## config.mk

```make
export PLATFORM = sky130hd
export DESIGN_NAME = adcc_top
export DESIGN_NICKNAME = d
export VERILOG_FILES = /design/src/rtl/adcc_sar.v /design/src/rtl/adcc_top.v
export VERILOG_INCLUDE_DIRS = /design/src /design/src/rtl
export SDC_FILE = /design/constraint.sdc
export NUM_CORES = 1
export LEC_CHECK = 0
export BUFFER_PORTS_ARGS = -buffer_cell sky130_fd_sc_hd__buf_4
export CELL_PAD_IN_SITES_DETAIL_PLACEMENT = 1
export CELL_PAD_IN_SITES_GLOBAL_PLACEMENT = 1
export CORE_MARGIN = 3
export CORE_UTILIZATION = 37
export CTS_CLUSTER_SIZE = 24
export DETAILED_ROUTE_END_ITERATION = 12
export PLACE_DENSITY = 0.77
export SETUP_SLACK_MARGIN = 0.2
export SLEW_MARGIN = 40
export SYNTH_ARGS = -nofsm -noshare
export SYNTH_HDL_FRONTEND = slang
export SYNTH_SLANG_ARGS = --single-unit
```

## constraint.sdc

```tcl
create_clock -name MCLK -period 2.9 [get_ports MCLK]
set_clock_uncertainty 0.15 [all_clocks]
set_input_delay 0.145 -clock MCLK [delete_from_list [all_inputs] [get_ports MCLK]]
set_output_delay 0.145 -clock MCLK [all_outputs]
set_load 0.05 [all_outputs]
```

## src/rtl/adcc_regs.vh

```
// register map, field positions, reset values and timing counts of the converter control
`ifndef ADCC_REGS_VH
`define ADCC_REGS_VH

// register byte addresses
`define ADCC_CTRL0_ADDR      8'h00
`define ADCC_CTRL1_ADDR      8'h04
`define ADCC_RESULT_ADDR     8'h08
`define ADCC_STATUS_ADDR     8'h0c
`define ADCC_MASK_ADDR       8'h10

// converter_control_0 fields
`define ADCC_ON_BIT          0
`define ADCC_ACTIVE_BIT      1
`define ADCC_SEL_LSB         2
`define ADCC_SEL_MSB         5
`define ADCC_CTRL0_RESET     8'h00

// converter_control_1 fields
`define ADCC_REFSEL_LSB      0
`define ADCC_REFSEL_MSB      1
`define ADCC_CLKSEL_LSB      4
`define ADCC_CLKSEL_MSB      6
`define ADCC_CTRL1_RESET     8'h00
`define ADCC_CTRL1_MASK      8'h73

// input_select codes
`define ADCC_SEL_LAST_PIN    4'hd
`define ADCC_SEL_RESERVED    4'he
`define ADCC_SEL_FIXED_REF   4'hf

// status and mask fields
`define ADCC_DONE_BIT        0
`define ADCC_RESULT_RESET    8'h00
`define ADCC_MASK_RESET      1'b0

// bus answers
`define ADCC_RESP_OKAY       2'b00
`define ADCC_RESP_SLVERR     2'b10

// timing: acquisition time in ns and clock in MHz, cycles rounded up
`define ADCC_CLK_MHZ         200
`define ADCC_ACQ_NS          2000
`define ADCC_ACQ_CYC         ((`ADCC_ACQ_NS * `ADCC_CLK_MHZ + 999) / 1000)
// shortest bit time in cycles, doubled per step of conversion_clock_select
`define ADCC_BIT_CYC_MIN     9'd2

`endif

```

## src/rtl/adcc_sar.v

```verilog
// successive-approximation sequencer: acquisition, eight bit decisions, abort with fill
`default_nettype none

`include "adcc_regs.vh"

module adcc_sar (
	// clock and reset
	input  wire       clk,
	input  wire       rst_b,
	// control from the register file
	input  wire       start,
	input  wire       abort,
	input  wire [2:0] clk_sel,
	// comparator, already synchronised
	input  wire       comp,
	// state and results
	output wire       busy,
	output reg        done,
	output reg  [7:0] result,
	output reg  [7:0] dac,
	output reg        sample
);

	localparam ST_IDLE = 2'b00;
	localparam ST_ACQ  = 2'b01;
	localparam ST_CONV = 2'b10;

	// acquisition load; the top bits of the count are never needed
	localparam integer ACQ_LOAD = `ADCC_ACQ_CYC - 1;

	reg [1:0] state;
	reg [8:0] cnt;
	reg [2:0] bit_idx;
	reg [7:0] code;
	reg       last_bit;

	// bits above idx kept, idx and below copy the last decided bit
	function [7:0] fill_code;
		input [7:0] c;
		input [2:0] idx;
		input       lb;
		integer     i;
		begin
			fill_code = c;
			for (i = 0; i < 8; i = i + 1) begin
				if (i <= idx)
					fill_code[i] = lb;
			end
		end
	endfunction

	// cycles per bit decision minus one
	function [8:0] bit_time;
		input [2:0] sel;
		begin
			bit_time = (`ADCC_BIT_CYC_MIN << sel) - 9'd1;
		end
	endfunction

	assign busy = (state != ST_IDLE);

	// sequencer; abort wins over a bit decision in the same cycle
	always @(posedge clk or negedge rst_b) begin
		if (!rst_b) begin
			state    <= ST_IDLE;
			cnt      <= 9'h000;
			bit_idx  <= 3'h7;
			code     <= 8'h00;
			last_bit <= 1'b0;
			done     <= 1'b0;
			result   <= `ADCC_RESULT_RESET;
			dac      <= 8'h00;
			sample   <= 1'b0;
		end else begin
			done <= 1'b0;
			case (state)
			ST_IDLE: begin
				if (start) begin
					state    <= ST_ACQ;
					cnt      <= ACQ_LOAD[8:0];
					bit_idx  <= 3'h7;
					code     <= 8'h00;
					last_bit <= 1'b0;
					sample   <= 1'b1;
				end
			end
			ST_ACQ: begin
				if (abort) begin
					result <= fill_code(code, bit_idx, last_bit);
					state  <= ST_IDLE;
					sample <= 1'b0;
				end else if (cnt == 9'h000) begin
					state  <= ST_CONV;
					sample <= 1'b0;
					cnt    <= bit_time(clk_sel);
					dac    <= 8'h80;
				end else begin
					cnt <= cnt - 9'd1;
				end
			end
			ST_CONV: begin
				if (abort) begin
					result <= fill_code(code, bit_idx, last_bit);
					state  <= ST_IDLE;
				end else if (cnt == 9'h000) begin
					code[bit_idx] <= comp;
					last_bit      <= comp;
					if (bit_idx == 3'h0) begin
						result <= {code[7:1], comp};
						done   <= 1'b1;
						state  <= ST_IDLE;
					end else begin
						bit_idx <= bit_idx - 3'd1;
						cnt     <= bit_time(clk_sel);
						dac     <= (code | ({7'h00, comp} << bit_idx))
							| (8'h01 << (bit_idx - 3'd1));
					end
				end else begin
					cnt <= cnt - 9'd1;
				end
			end
			default: begin
				state  <= ST_IDLE;
				sample <= 1'b0;
			end
			endcase
		end
	end

endmodule

`default_nettype wire

```

## src/rtl/adcc_top.v

```verilog
// converter control: registers over AXI4-Lite, channel routing, start, trigger and interrupt
//
// Added by the designer: register access over AXI4-Lite and the placing of the registers.
`default_nettype none

`include "adcc_regs.vh"

module adcc_top (
	// clock and reset
	input  wire        MCLK,
	input  wire        RST_B,
	// AXI4-Lite write address
	input  wire        AWVALID,
	output reg         AWREADY,
	input  wire [7:0]  AWADDR,
	input  wire [2:0]  AWPROT,
	// AXI4-Lite write data
	input  wire        WVALID,
	output reg         WREADY,
	input  wire [31:0] WDATA,
	input  wire [3:0]  WSTRB,
	// AXI4-Lite write response
	output reg         BVALID,
	input  wire        BREADY,
	output reg  [1:0]  BRESP,
	// AXI4-Lite read address
	input  wire        ARVALID,
	output reg         ARREADY,
	input  wire [7:0]  ARADDR,
	input  wire [2:0]  ARPROT,
	// AXI4-Lite read data
	output reg         RVALID,
	input  wire        RREADY,
	output reg  [31:0] RDATA,
	output reg  [1:0]  RRESP,
	// compare unit, same clock
	input  wire        SPECIAL_EVENT,
	output reg         TMR1_CLEAR,
	// analog front end
	input  wire        COMP_IN,
	output reg         ADC_POWER,
	output wire        ADC_SAMPLE,
	output wire [7:0]  ADC_DAC,
	output reg  [13:0] ADC_CHAN_EN,
	output reg         ADC_FIXED_REFERENCE_EN,
	output reg  [1:0]  ADC_REF_SEL,
	// interrupt
	output reg         IRQ
);

	// control 0 is kept as fields; the active bit lives in the sequencer
	// software-visible state
	reg        converter_on;
	reg [3:0]  input_select;
	reg [7:0]  converter_control_1;
	reg        conversion_done_flag;
	reg        done_mask;

	// write channel holding
	reg [7:0]  wr_addr;
	reg [31:0] wr_data;
	reg [3:0]  wr_strb;

	// comparator synchroniser
	reg        comp_meta;
	reg        comp_sync;

	// sequencer links
	wire       sar_busy;
	wire       sar_done;
	wire [7:0] conversion_result;
	reg        sar_start;
	reg        sar_abort;

	// bus write and read strobes per register
	wire       wr_fire;
	wire       wr_ctrl0;
	wire       wr_ctrl1;
	wire       wr_mask;
	wire       rd_fire;
	wire       rd_status;
	wire       next_on;
	// next-edge views of select, status and interrupt
	wire [3:0] next_select;
	wire       status_now;
	wire       next_irq;

	// reserved and reference codes light no pin
	// one-hot pin enables for a select code
	function [13:0] pin_decode;
		input [3:0] sel;
		begin
			if (sel <= `ADCC_SEL_LAST_PIN)
				pin_decode = 14'h0001 << sel;
			else
				pin_decode = 14'h0000;
		end
	endfunction

	// anything else answers slverr and changes nothing
	// address is one of the mapped words
	function mapped;
		input [7:0] a;
		begin
			mapped = (a == `ADCC_CTRL0_ADDR) || (a == `ADCC_CTRL1_ADDR)
				|| (a == `ADCC_RESULT_ADDR) || (a == `ADCC_STATUS_ADDR)
				|| (a == `ADCC_MASK_ADDR);
		end
	endfunction

	// reset image of control 0, split into its fields below
	localparam [7:0] CTRL0_RST = `ADCC_CTRL0_RESET;

	// a write lands once both halves are held; readies stay low until the response
	// is taken, which costs throughput but keeps a second write from racing the first
	assign wr_fire   = !AWREADY && !WREADY && !BVALID;
	assign wr_ctrl0  = wr_fire && wr_strb[0] && (wr_addr == `ADCC_CTRL0_ADDR);
	assign wr_ctrl1  = wr_fire && wr_strb[0] && (wr_addr == `ADCC_CTRL1_ADDR);
	assign wr_mask   = wr_fire && wr_strb[0] && (wr_addr == `ADCC_MASK_ADDR);
	assign rd_fire   = ARVALID && ARREADY;
	assign rd_status = rd_fire && (ARADDR == `ADCC_STATUS_ADDR);
	assign next_on   = wr_ctrl0 ? wr_data[`ADCC_ON_BIT] : converter_on;
	// routing follows the value being written, so the pin is on when sampling begins
	assign next_select = wr_ctrl0 ? wr_data[`ADCC_SEL_MSB:`ADCC_SEL_LSB] : input_select;
	// a completion in a status-read cycle must still be seen by that read
	assign status_now  = conversion_done_flag || sar_done;
	// the mask only gates the pin; the flag sets while masked as well
	assign next_irq    = status_now && done_mask && !(rd_status && !sar_done);

	// comparator is asynchronous to MCLK
	// only the second stage feeds the sequencer, never the first
	always @(posedge MCLK or negedge RST_B) begin
		if (!RST_B) begin
			comp_meta <= 1'b0;
			comp_sync <= 1'b0;
		end else begin
			comp_meta <= COMP_IN;
			comp_sync <= comp_meta;
		end
	end

	// one write and one read may be under way at once, each alone on its channel
	// write address and data are taken in either order, answered once both held
	always @(posedge MCLK or negedge RST_B) begin
		if (!RST_B) begin
			AWREADY <= 1'b1;
			WREADY  <= 1'b1;
			BVALID  <= 1'b0;
			BRESP   <= `ADCC_RESP_OKAY;
			wr_addr <= 8'h00;
			wr_data <= 32'h0000_0000;
			wr_strb <= 4'h0;
		end else begin
			if (AWVALID && AWREADY) begin
				wr_addr <= AWADDR;
				AWREADY <= 1'b0;
			end
			if (WVALID && WREADY) begin
				wr_data <= WDATA;
				wr_strb <= WSTRB;
				WREADY  <= 1'b0;
			end
			if (wr_fire) begin
				BVALID <= 1'b1;
				BRESP  <= mapped(wr_addr) ? `ADCC_RESP_OKAY : `ADCC_RESP_SLVERR;
			end
			if (BVALID && BREADY) begin
				BVALID  <= 1'b0;
				AWREADY <= 1'b1;
				WREADY  <= 1'b1;
			end
		end
	end

	// software registers; bits 7 and 6 of control 0 are never stored
	// result and status take no writes: such a write answers okay and changes nothing
	always @(posedge MCLK or negedge RST_B) begin
		if (!RST_B) begin
			converter_on        <= CTRL0_RST[`ADCC_ON_BIT];
			input_select        <= CTRL0_RST[`ADCC_SEL_MSB:`ADCC_SEL_LSB];
			converter_control_1 <= `ADCC_CTRL1_RESET;
			done_mask           <= `ADCC_MASK_RESET;
		end else begin
			if (wr_ctrl0) begin
				converter_on <= wr_data[`ADCC_ON_BIT];
				input_select <= wr_data[`ADCC_SEL_MSB:`ADCC_SEL_LSB];
			end
			if (wr_ctrl1)
				converter_control_1 <= wr_data[7:0] & `ADCC_CTRL1_MASK;
			if (wr_mask)
				done_mask <= wr_data[`ADCC_DONE_BIT];
		end
	end

	// start, abort and trigger handling
	// a trigger while busy is dropped here; only the timer clear below sees it
	always @* begin
		sar_start = 1'b0;
		sar_abort = 1'b0;
		if (!sar_busy) begin
			if (wr_ctrl0 && wr_data[`ADCC_ACTIVE_BIT] && next_on)
				sar_start = 1'b1;
			if (SPECIAL_EVENT && next_on)
				sar_start = 1'b1;
		end else begin
			// writing zero to the active bit or switching off stops the sequencer
			// early stop
			if (wr_ctrl0 && !wr_data[`ADCC_ACTIVE_BIT])
				sar_abort = 1'b1;
			if (!next_on)
				sar_abort = 1'b1;
		end
	end

	// the clear is a one-cycle echo of the trigger, busy or not
	// Timer1 clear pulse
	always @(posedge MCLK or negedge RST_B) begin
		if (!RST_B)
			TMR1_CLEAR <= 1'b0;
		else
			TMR1_CLEAR <= SPECIAL_EVENT;
	end

	// sticky done flag
	// set wins over the clear-on-read in the same cycle
	// hardware only ever sets the flag; software clears it by reading status
	always @(posedge MCLK or negedge RST_B) begin
		if (!RST_B)
			conversion_done_flag <= 1'b0;
		else if (sar_done)
			conversion_done_flag <= 1'b1;
		else if (rd_status)
			conversion_done_flag <= 1'b0;
	end

	// level interrupt, stored from the flag value of the next edge
	always @(posedge MCLK or negedge RST_B) begin
		if (!RST_B)
			IRQ <= 1'b0;
		else
			IRQ <= next_irq;
	end

	// routing outputs to the analog side
	// power and pin enables drop with next_on, so an off converter loads no pin
	always @(posedge MCLK or negedge RST_B) begin
		if (!RST_B) begin
			ADC_POWER    <= 1'b0;
			ADC_CHAN_EN  <= 14'h0000;
			ADC_FIXED_REFERENCE_EN <= 1'b0;
			ADC_REF_SEL  <= 2'h0;
		end else begin
			ADC_POWER    <= next_on;
			ADC_CHAN_EN  <= next_on ? pin_decode(next_select) : 14'h0000;
			// fixed reference, reserved code routes nothing
			ADC_FIXED_REFERENCE_EN <= next_on && (next_select == `ADCC_SEL_FIXED_REF);
			// reference choice is passed through untouched
			ADC_REF_SEL  <= converter_control_1[`ADCC_REFSEL_MSB:`ADCC_REFSEL_LSB];
		end
	end

	// read channel; answer one cycle after the address is taken
	// reads never stall: every word is built from registers in one cycle
	always @(posedge MCLK or negedge RST_B) begin
		if (!RST_B) begin
			ARREADY <= 1'b1;
			RVALID  <= 1'b0;
			RDATA   <= 32'h0000_0000;
			RRESP   <= `ADCC_RESP_OKAY;
		end else begin
			if (rd_fire) begin
				ARREADY <= 1'b0;
				RVALID  <= 1'b1;
				RRESP   <= mapped(ARADDR) ? `ADCC_RESP_OKAY : `ADCC_RESP_SLVERR;
				case (ARADDR)
				`ADCC_CTRL0_ADDR: begin
					RDATA <= {26'h0, input_select, sar_busy, converter_on};
				end
				`ADCC_CTRL1_ADDR: begin
					RDATA <= {24'h000000, converter_control_1};
				end
				`ADCC_RESULT_ADDR: begin
					RDATA <= {24'h000000, conversion_result};
				end
				// reading status returns the flag and clears it in the same step
				`ADCC_STATUS_ADDR: begin
					RDATA <= {31'h0, status_now};
				end
				`ADCC_MASK_ADDR: begin
					RDATA <= {31'h0, done_mask};
				end
				default: begin
					RDATA <= 32'h0000_0000;
				end
				endcase
			end
			if (RVALID && RREADY) begin
				RVALID  <= 1'b0;
				ARREADY <= 1'b1;
			end
		end
	end

	// busy drops by itself at completion
	// the sequencer runs on the synchronised comparator, two edges late
	adcc_sar adcc_sar_inst (
		.clk     (MCLK),
		.rst_b   (RST_B),
		.start   (sar_start),
		.abort   (sar_abort),
		.clk_sel (converter_control_1[`ADCC_CLKSEL_MSB:`ADCC_CLKSEL_LSB]),
		.comp    (comp_sync),
		.busy    (sar_busy),
		.done    (sar_done),
		.result  (conversion_result),
		.dac     (ADC_DAC),
		.sample  (ADC_SAMPLE)
	);

endmodule

`default_nettype wire

```

After elaboration in Yosys (flattened, before gate mapping)
Cells that the tools add are included.
W data, S select, Z words.
Storage, ports and cells
  logic and storage cells: 212
  RAM bits: 0
  bits in latches: 0
  memories: 0
  output and inout port bits: 70
  memory bits (read-only): 0
  flip-flop bits (word level): 131
  input bits: 67
Cells by class
  multiply operators: 0
  multiplexer cells: 81
  eq/ne operators: 22
  add/subtract/negate cells: 3
  shifts and indexed selects: 4
  div/mod/pow operators: 0
  bitwise gates (word level): 3
  magnitude comparators: 10
  reduce and logical (&&, ||, !) cells: 57
Operator list (number)
  $mux W8: 12
  $mux W9: 6
  $pmux W8 S2: 3
  $pmux W8 S5: 1
  $mux W1: 37
  $eq A8 B4 Y1 const B: 4
  $mux W14: 2
  $pmux W9 S3: 1
  $logic_and A1 B1 Y1: 21
  $sub A9 B1 Y9 const B: 2
  $eq A8 B3 Y1 const B: 2
  $eq A8 B5 Y1 const B: 2
  $logic_not A8 Y1: 2
  $mux W2: 8
  $or A8 B8 Y8: 2
  $reduce_bool A2 Y1: 8
  $shl A1 B4 Y14 const A: 1
  $le A3 B3 Y1 const A: 4
  $mux W3: 4
  $reduce_and A4 Y1: 3
  $reduce_and A5 Y1: 2
  $logic_not A9 Y1: 1
  $logic_or A1 B1 Y1: 9
  $ne A3 B1 Y1 const B: 3
  29 further kinds: 40

Logic depth before layout (Yosys ltp)
Gate-level depths: netlist of run 1.
  depth in word-level cells: 12
  gate-level depth with buffers: 11
  gate-level depth less buffers: 9

Hierarchy
Synthesis of run 1 repeated with hierarchy kept, for this count alone.
Unflattened totals
  cells, all modules: 595
  area total of the unflattened synthesis: 5806.8 um^2
Modules (own cells, without submodules)
  adcc_top: sequential area each 1605.3 um^2, cells an instance 295, times used 1, area an instance 3061.7 um^2
  adcc_sar: sequential area each 1029.7 um^2, cells an instance 300, times used 1, area an instance 2745.1 um^2

Worst setup path after synthesis of run 1
Ideal clock, no wire load.
  path type: flip-flop to flip-flop
  from: reg adcc_sar_inst.cnt[1]
  to: reg adcc_sar_inst.cnt[8]
  arrival: 2.625 ns
  clock period less this slack: 2.911 ns
  path buffers: 1
  data required time: 2.614 ns
  setup slack: -0.011 ns
  stages on the path, launching flop included: 11
  setup time: 0.136 ns
  cells stage by stage: dfrtp_1 or4_1 buf_2 nor4_1 a21oi_1 ha_1 nor3b_1 o311ai_0 a311oi_1 nor4bb_1 a211oi_2
On the way
  cells in the longest elaborated chain, start to end: 4
  elaborated cells between the ends (all ways): 9
  those cells by class: add/sub (1); eq/ne (1); mux (5); reduce/logical (2)
RTL lines
  start, declared: line adcc_sar.v:32  | reg [8:0] cnt;
  start signal, assigned: line adcc_sar.v:80  | cnt <= ACQ_LOAD[8:0];
  start signal, assigned: line adcc_sar.v:95  | cnt <= bit_time(clk_sel);
  start signal, assigned: line adcc_sar.v:98  | cnt <= cnt - 9'd1;
  $sub A9 B1 Y9 / $logic_not A9 Y1 (equally long branches)
  $mux W9 (on tied branches): line adcc_sar.v:105, adcc_sar.v:92
  $mux W9 (on tied branches): line adcc_sar.v:102, adcc_sar.v:88
  $pmux W9 S3: line adcc_sar.v:76  | case (state)
Parallel ways exist; a longest one is shown, timed or not. The select of a mux whose other input is x is not followed.
A chain may end at the register's enable or synchronous reset.

Worst setup path after layout of run 1
Same ends and word-level chain as after synthesis.

==> impl_metrics.py, run 1 <==
metrics = {
    "cts": {
        "cts_root_buf": "clkbuf_16",
        "cts_sinks": 105,
        "clk_latency_ps": 360,
        "cts_tree": "built",
        "clkTransAtPathRegs_ps": 80,
        "clock_path_buffers": 2,
        "cts.htree.levels": 3,
        "cts_made_buffers": 9,
    },
    "sta": {
        "hold_viol": 0,
        "rsz0062_at_grt": "yes",
        "setup_viol": 0,
        "worst_slew_pin_slew_ps": 718.6,
        "post-route-min-period_ps": 2669,
        "max_freq_mhz": 374.7,
        "max_slew_margin": 0.5209,
        "fin_setup_tns_ps": 0,
        "timing.final.crit_share": 0.9204,
        "finalMaxSlewViolations": 0,
    },
    "finish": {
        "fillers": 1616,
        "seqCellArea_um2": 2636,
        "multi_input_area_um2": 2669,
        "area_growth_pct": 27.53,
        "layout.cells.non_filler": 850,
        "drive_above_1_share": 0.2868,
        "num_antenna_cells": 0,
        "nets": 738,
    },
    "yosys": {
        "synth_compound_area_frac": 0.1937,
        "synthTopCellsByArea": "dfrtp_1 (45%), mux2_2 (6.3%), buf_4 (3.5%)",
        "syn_area_um2": 5537,
        "synth_top_family_by_area": "compound AO/OA/AOI/OAI gates",
        "synthArstFlopShare": 1.000,
        "synth.distinct_cells": 66,
        "synth_flop_cell": "dfrtp_1",
        "synth_edf_count": 0,
        "yosysSeqAreaShare": 0.4759,
        "yosysTopAreaCellShare": 0.4475,
        "ys_seq_elements": 105,
        "synthAdderAreaFrac": 0.02260,
        "synth-xor-area-share": 0.004746,
        "syn_avg_cell_area_um2": 10.20,
        "ys_warn_count": 0,
        "synthMuxAreaShare": 0.07751,
        "synth_top_area_cell": "dfrtp_1",
        "yosys.area_share.simple": 0.1494,
        "postSynthCellCount": 543,
    },
    "grt": {
        "grt_max_degree": 56,
        "grt_pass1_vias": 5103,
        "grt_usage": 0.2060,
        "grt.overflow.total": 0,
        "grt_pass1_wl_mm": 27.14,
        "antenna_found_initial": 0,
    },
    "power_and_ir_drop": {
        "p_int_mw": 3.428,
        "power.switching_mw": 2.413,
        "vdd_drop_max_uv": 381.2,
        "p_seq_frac": 0.382,
        "powerDensity_nw_per_um2": 827.3,
        "p_comb_frac": 0.410,
        "leakage_nw": 3.143,
        "power_frac_clock": 0.207,
        "sw_frac_of_total": 0.4131,
    },
    "setup_path": {
        "critPathMaxFanout": 5,
        "reg2reg_slack_ps": 230,
        "r2r-end": "adcc_sar_inst.cnt[8]",
        "critical_path_class": "flop to flop",
        "critPathLaunchType": "flop",
        "r2r-start": "adcc_sar_inst.cnt[1]",
        "crit_required_ps": 2980,
        "cp.arrival_ps": 2750,
        "reg2regPathDepth": 9,
        "end_kind": "flop",
    },
    "floorplan": {
        "coreArea_um2": 14590,
        "die_w_um": 128.3,
        "num_io_pins": 137,
        "initial_utilization": 0.3795,
        "fp.dieH_um": 128.3,
        "fp.dieArea_um2": 16470,
        "rows": 44,
    },
    "route": {
        "wl_per_cell_um": 19.42,
        "routed_wl_mm": 16.51,
        "drtIter0Drc": 215,
        "drcViolationCount": 0,
        "vias_per_cell": 5.553,
        "first_pass_iters": 4,
        "drtAntennaViolNets": 0,
        "dr_total_vias": 4720,
    },
    "run": {
        "drv_cap": 0,
    },
    "min_path": {
        "hold_depth": 3,
        "hold_class": "primary input to flop",
        "hold_end": "RDATA[0]",
        "worstHoldStart": "ARADDR[4]",
    },
    "placement": {
        "gp_congestion": 0.8590,
        "place_inst": 803,
        "hpwl_mm": 11.51,
        "port_buffers": 76,
    },
    "status": {
        "status": "completed",
    },
}
Yosys cell counts, types with 6 or more instances:
| library cell | n |
|---|---|
| o21ai_0 | 29 |
| ha_1 | 10 |
| a31oi_1 | 14 |
| a221oi_1 | 10 |
| nor2_1 | 34 |
| nor2b_1 | 6 |
| clkbuf_1 | 29 |
| o21a_1 | 7 |
| a21oi_1 | 17 |
| buf_4 | 26 |
| mux2_2 | 31 |
| nor3_1 | 15 |
| o2bb2ai_1 | 9 |
| nand2_1 | 27 |
| nand3_1 | 13 |
| inv_1 | 23 |
| o31ai_1 | 9 |
| a22o_1 | 10 |
| nand4_1 | 12 |
| dfstp_2 | 6 |
| nor4_1 | 8 |
| dfrtp_1 | 99 |
| mux2i_1 | 8 |
critical path, cell delays in order (launching register included):
cell	delay [ps]
dfrtp_1	380
or4_4	560
nor4_4	320
a21oi_2	100
ha_2	210
nor3b_2	180
o311ai_4	110
a311oi_2	90
nor4bb_2	350
a211oi_2	80
stage by stage:
step | setup slack (ps) | instance area (µm²) | power (mW) | hold WS (ps) | util
4_1_cts | 237.9 | 6992 | 5.757 | 13.57 | 0.4792
3_3_place_gp | 215.5 | 6396 | 4.359 | 77.74 | 0.4384
3_5_place_dp | 94.20 | 6396 | 4.466 | 105.0 | 0.4384
6_report | 230.9 | 7061 | 5.841 | 25.45 | 0.4840
5_1_grt | 121.1 | 7061 | 6.216 | 63.82 | 0.4840
2_1_floorplan | 233.1 | 5659 | 3.692 | -300.6 | -
registers in the layout, summed over array words and instances (netlist names), 3 cells and up:
signal / count
adcc_sar_inst.result: 8
adcc_sar_inst.dac: 8
adcc_sar_inst.bit_idx: 3
converter_control_1: 5
adcc_sar_inst.code: 8
ADC_CHAN_EN: 14
input_select: 4
wr_data: 7
adcc_sar_inst.cnt: 9
RDATA: 8
wr_addr: 8
cells by family (layout without fill, tap and decap cells):
kind of cell | after synthesis | count (layout)
simple gates | 155 | 155
compound gates | 147 | 147
flops | 105 | 105
buf+inv | 83 | 181
mux | 39 | 39
fa+ha+maj | 10 | 10
xor+xnor | 3 | 3
other cells | 1 | 26
placed cells by master, fill, tap and decap left out, types with 7 or more instances in the layout:
master	n
o21ai_0	29
dfrtp_1	98
nor3_1	15
a221oi_1	10
nand4_1	12
nor2_1	34
a21oi_1	16
buf_4	110
o21a_1	7
a31oi_1	14
conb_1	26
o2bb2ai_1	9
dlygate4sd3_1	29
mux2_2	31
nand2_1	27
inv_1	23
a22o_1	10
o31ai_1	9
nand3_1	13
mux2i_1	8
clkbuf_16	9
ha_1	8
routing by layer:
| metal | vias to the layer above | share of wire | GRT usage |
|---|---|---|---|
| met5 | - | 0 | 0 |
| li1 | 2205 | - | - |
| met1 | 2410 | 0.43 | 0.2571 |
| met2 | 79 | 0.51 | 0.3564 |
| met4 | 0 | 0.025 | 0.07303 |
| met3 | 26 | 0.030 | 0.03875 |
cell type report:
cell class	count	share of cell area
well taps	184	0.03261
clock inverters	5	0.006380
clock buffers	11	0.03438
repair buffers	141	0.1625
multi-input cells	380	0.3780
inverters	24	0.01276
flip-flops and latches	105	0.3734
worst max path at each step:
stage                          from                   end  slack, ps  cells after the start
2_1_floorplan  adcc_sar_inst.cnt[1]  adcc_sar_inst.cnt[8]        230                     10
3_3_place_gp   adcc_sar_inst.cnt[3]  adcc_sar_inst.cnt[8]        220                      9
3_5_place_dp   adcc_sar_inst.cnt[3]  adcc_sar_inst.cnt[8]         90                      9
4_1_cts        adcc_sar_inst.cnt[3]  adcc_sar_inst.cnt[8]        240                      9
5_1_grt        adcc_sar_inst.cnt[1]  adcc_sar_inst.cnt[8]        120                      9
6_report       adcc_sar_inst.cnt[1]  adcc_sar_inst.cnt[8]        230                      9
what timing repair did:
action	4_1_cts	5_1_grt
hold buffers	29	0
resized for setup	3	11
cloned	0	0
setup buffers	0	2
endpoints found under the setup margin	2	20
pin swaps	2	5
hold endpoints to repair	79	0
power by group through the flow:
stage          Combinational [mW]  Sequential (mW)  Clock (mW)
3_5_place_dp                 2.24             2.23           0
2_1_floorplan                1.43             2.27           0
4_1_cts                      2.31             2.21        1.24
6_report                     2.40             2.23        1.21
5_1_grt                      2.63             2.28        1.30
3_3_place_gp                 2.16             2.20           0
No activity file was read; power rests on OpenSTA's default activity.
==> inputs of run 2 (changes only) <==
Settings changed: BUFFER_PORTS_ARGS -buffer_cell sky130_fd_sc_hd__buf_4 to -buffer_cell sky130_fd_sc_hd__buf_2, SETUP_SLACK_MARGIN 0.2 to 0.3.
==> impl_metrics.py, run 2 (synthesis gave the netlist of run 1 again) <==
metrics = {
    "status": {
        "status": "completed",
    },
    "setup_path": {
        "end_kind": "flop",
        "timing.critical_path.buf_inv": 0,
        "critical_path_class": "flop to flop",
        "critPathMaxFanout": 5,
        "crit_required_ps": 3000,
        "slowest_stage": "or4_4",
        "reg2regPathDepth": 9,
        "cp.arrival_ps": 2690,
        "critPathTopFamily": "simple AND/OR/NAND/NOR gates",
        "cp.depth": 9,
        "max_stage_delay_ps": 540,
        "critPathLaunchType": "flop",
        "crit_chain": "or4_4 -> nor4_4 -> a21oi_2 -> ha_2 -> or3b_4 -> o21ai_0 -> mux2i_1 -> a21boi_1 -> o221ai_1",
    },
    "cts": {
        "clock_path_buffers": 2,
        "clkTransAtPathRegs_ps": 80,
        "cts.htree.levels": 3,
        "cts_root_buf": "clkbuf_16",
        "cts_sinks": 105,
        "cts_made_buffers": 9,
        "cts_tree": "built",
        "clk_latency_ps": 350,
    },
    "sta": {
        "timing.final.crit_share": 0.8943,
        "worst_slew_pin_slew_ps": 605.2,
        "fin_setup_tns_ps": 0,
        "setup_viol": 0,
        "rsz0062_at_grt": "yes",
        "finalMaxSlewViolations": 0,
        "post-route-min-period_ps": 2594,
        "hold_viol": 0,
        "max_freq_mhz": 385.6,
        "max_slew_margin": 0.5948,
    },
    "placement": {
        "post_dp_cell_area_um2": 6178,
        "hpwl_mm": 11.44,
        "port_buffers": 76,
        "gp_congestion": 0.8920,
    },
    "route": {
        "drtIter0Drc": 291,
        "routed_wl_mm": 16.67,
        "first_pass_iters": 4,
        "drcViolationCount": 0,
        "vias_per_cell": 5.593,
        "drtAntennaViolNets": 0,
        "wl_per_cell_um": 19.52,
        "dr_total_vias": 4776,
    },
    "run": {
        "drv_cap": 0,
    },
    "finish": {
        "largest-register": "ADC_CHAN_EN",
        "nets": 742,
        "layout_commonest_cell": "dfrtp_1",
        "area_growth_pct": 25.99,
        "final_core_util": 0.4781,
        "design_area_um2": 6975,
        "largest_register_ffs": 14,
        "num_antenna_cells": 0,
        "reg_top3": "ADC_CHAN_EN: 14 flops, adcc_sar_inst.cnt: 9 flops",
        "final_cell_mix": "dfrtp_1 (97), buf_2 (75), buf_4 (39)",
        "drive_above_1_share": 0.3045,
    },
    "floorplan": {
        "rows": 44,
        "die_w_um": 128.3,
        "fp.dieArea_um2": 16470,
        "initial_utilization": 0.3795,
        "fp.dieH_um": 128.3,
        "num_io_pins": 137,
        "coreArea_um2": 14590,
    },
    "grt": {
        "grt_pass1_wl_mm": 26.19,
        "antenna_found_initial": 0,
        "grt.overflow.total": 0,
        "grt_usage": 0.1981,
        "grt_max_degree": 48,
        "grt_pass1_vias": 5067,
    },
    "power_and_ir_drop": {
        "powerDensity_nw_per_um2": 850.1,
        "vdd_drop_max_uv": 344.2,
        "finalPower_mw": 5.930,
        "leakage_nw": 3.141,
    },
    "min_path": {
        "hold_class": "primary input to flop",
        "hold_depth": 4,
    },
}
==> run 2: changes by cell type in the layout (fill, tap and decap cells not counted), moves of 2 or more <==
cell,change
buf_4,-71
inv_6,-2
buf_2,+75
nor4_1,-2
==> run 2: layout make-up <==
cell class                      count  area (µm²)
Clock buffer                       11       252.7
Clock inverter                      5       46.29
Fill cell                        1626        7614
Inverter                           24       90.09
Multi-Input combinational cell    380        2728
Sequential cell                   105        2638
Tap cell                          184       230.2
Timing Repair Buffer              145       991.0
==> run 2: per-layer routing <==
metal / wire length [µm] / track usage
met1: 6669 / 0.2357
met2: 8879 / 0.3573
met3: 792 / 0.04208
met4: 331 / 0.06055
met5: 0 / 0
==> run 2: tightest hold or removal path: stages <==
cell,delay [ps]
buf_2,70
or4_1,130
nor3_1,60
o21ai_0,140
==> run 2: stage by stage <==
step	std cells	hold WS [ps]	worst slack, ps
6_report	854	81.33	306.5
5_1_grt	854	75.98	162.8
4_1_cts	848	73.92	249.4
3_5_place_dp	799	49.71	111.3
3_3_place_gp	799	31.73	209.8
2_1_floorplan	568	-300.6	286.4
==> run 2: repair_timing <==
item,in CTS,in global routing
resized for setup,9,20
endpoints found under the setup margin,21,27
endpoints found under the hold margin,66,0
hold buffers,28,0
pin swaps,6,10
setup buffers,5,6
==> run 2: path summary, 6_finish.rpt <==
path / startpoint / slack (ps) / end
worst max-delay path: adcc_sar_inst.cnt[1] / 310 / adcc_sar_inst.cnt[6]
worst max register to register: adcc_sar_inst.cnt[1] / 310 / adcc_sar_inst.cnt[6]
max in group asynchronous: RST_B / 1660 / adcc_sar_inst.cnt[3]
worst min register to register: comp_meta / 200 / comp_sync
min in group asynchronous: RST_B / 180 / BVALID
worst min-delay path: ARADDR[6] / 80 / RRESP[1]
==> run 2: power breakdown <==
group          internal (mW)  leakage [nW]  switching (mW)  total (mW)
combinational          0.985          1.66            1.45        2.44
sequential              1.83          1.34           0.440        2.27
clock                  0.644         0.142           0.579        1.22
total                   3.46          3.14            2.47        5.93
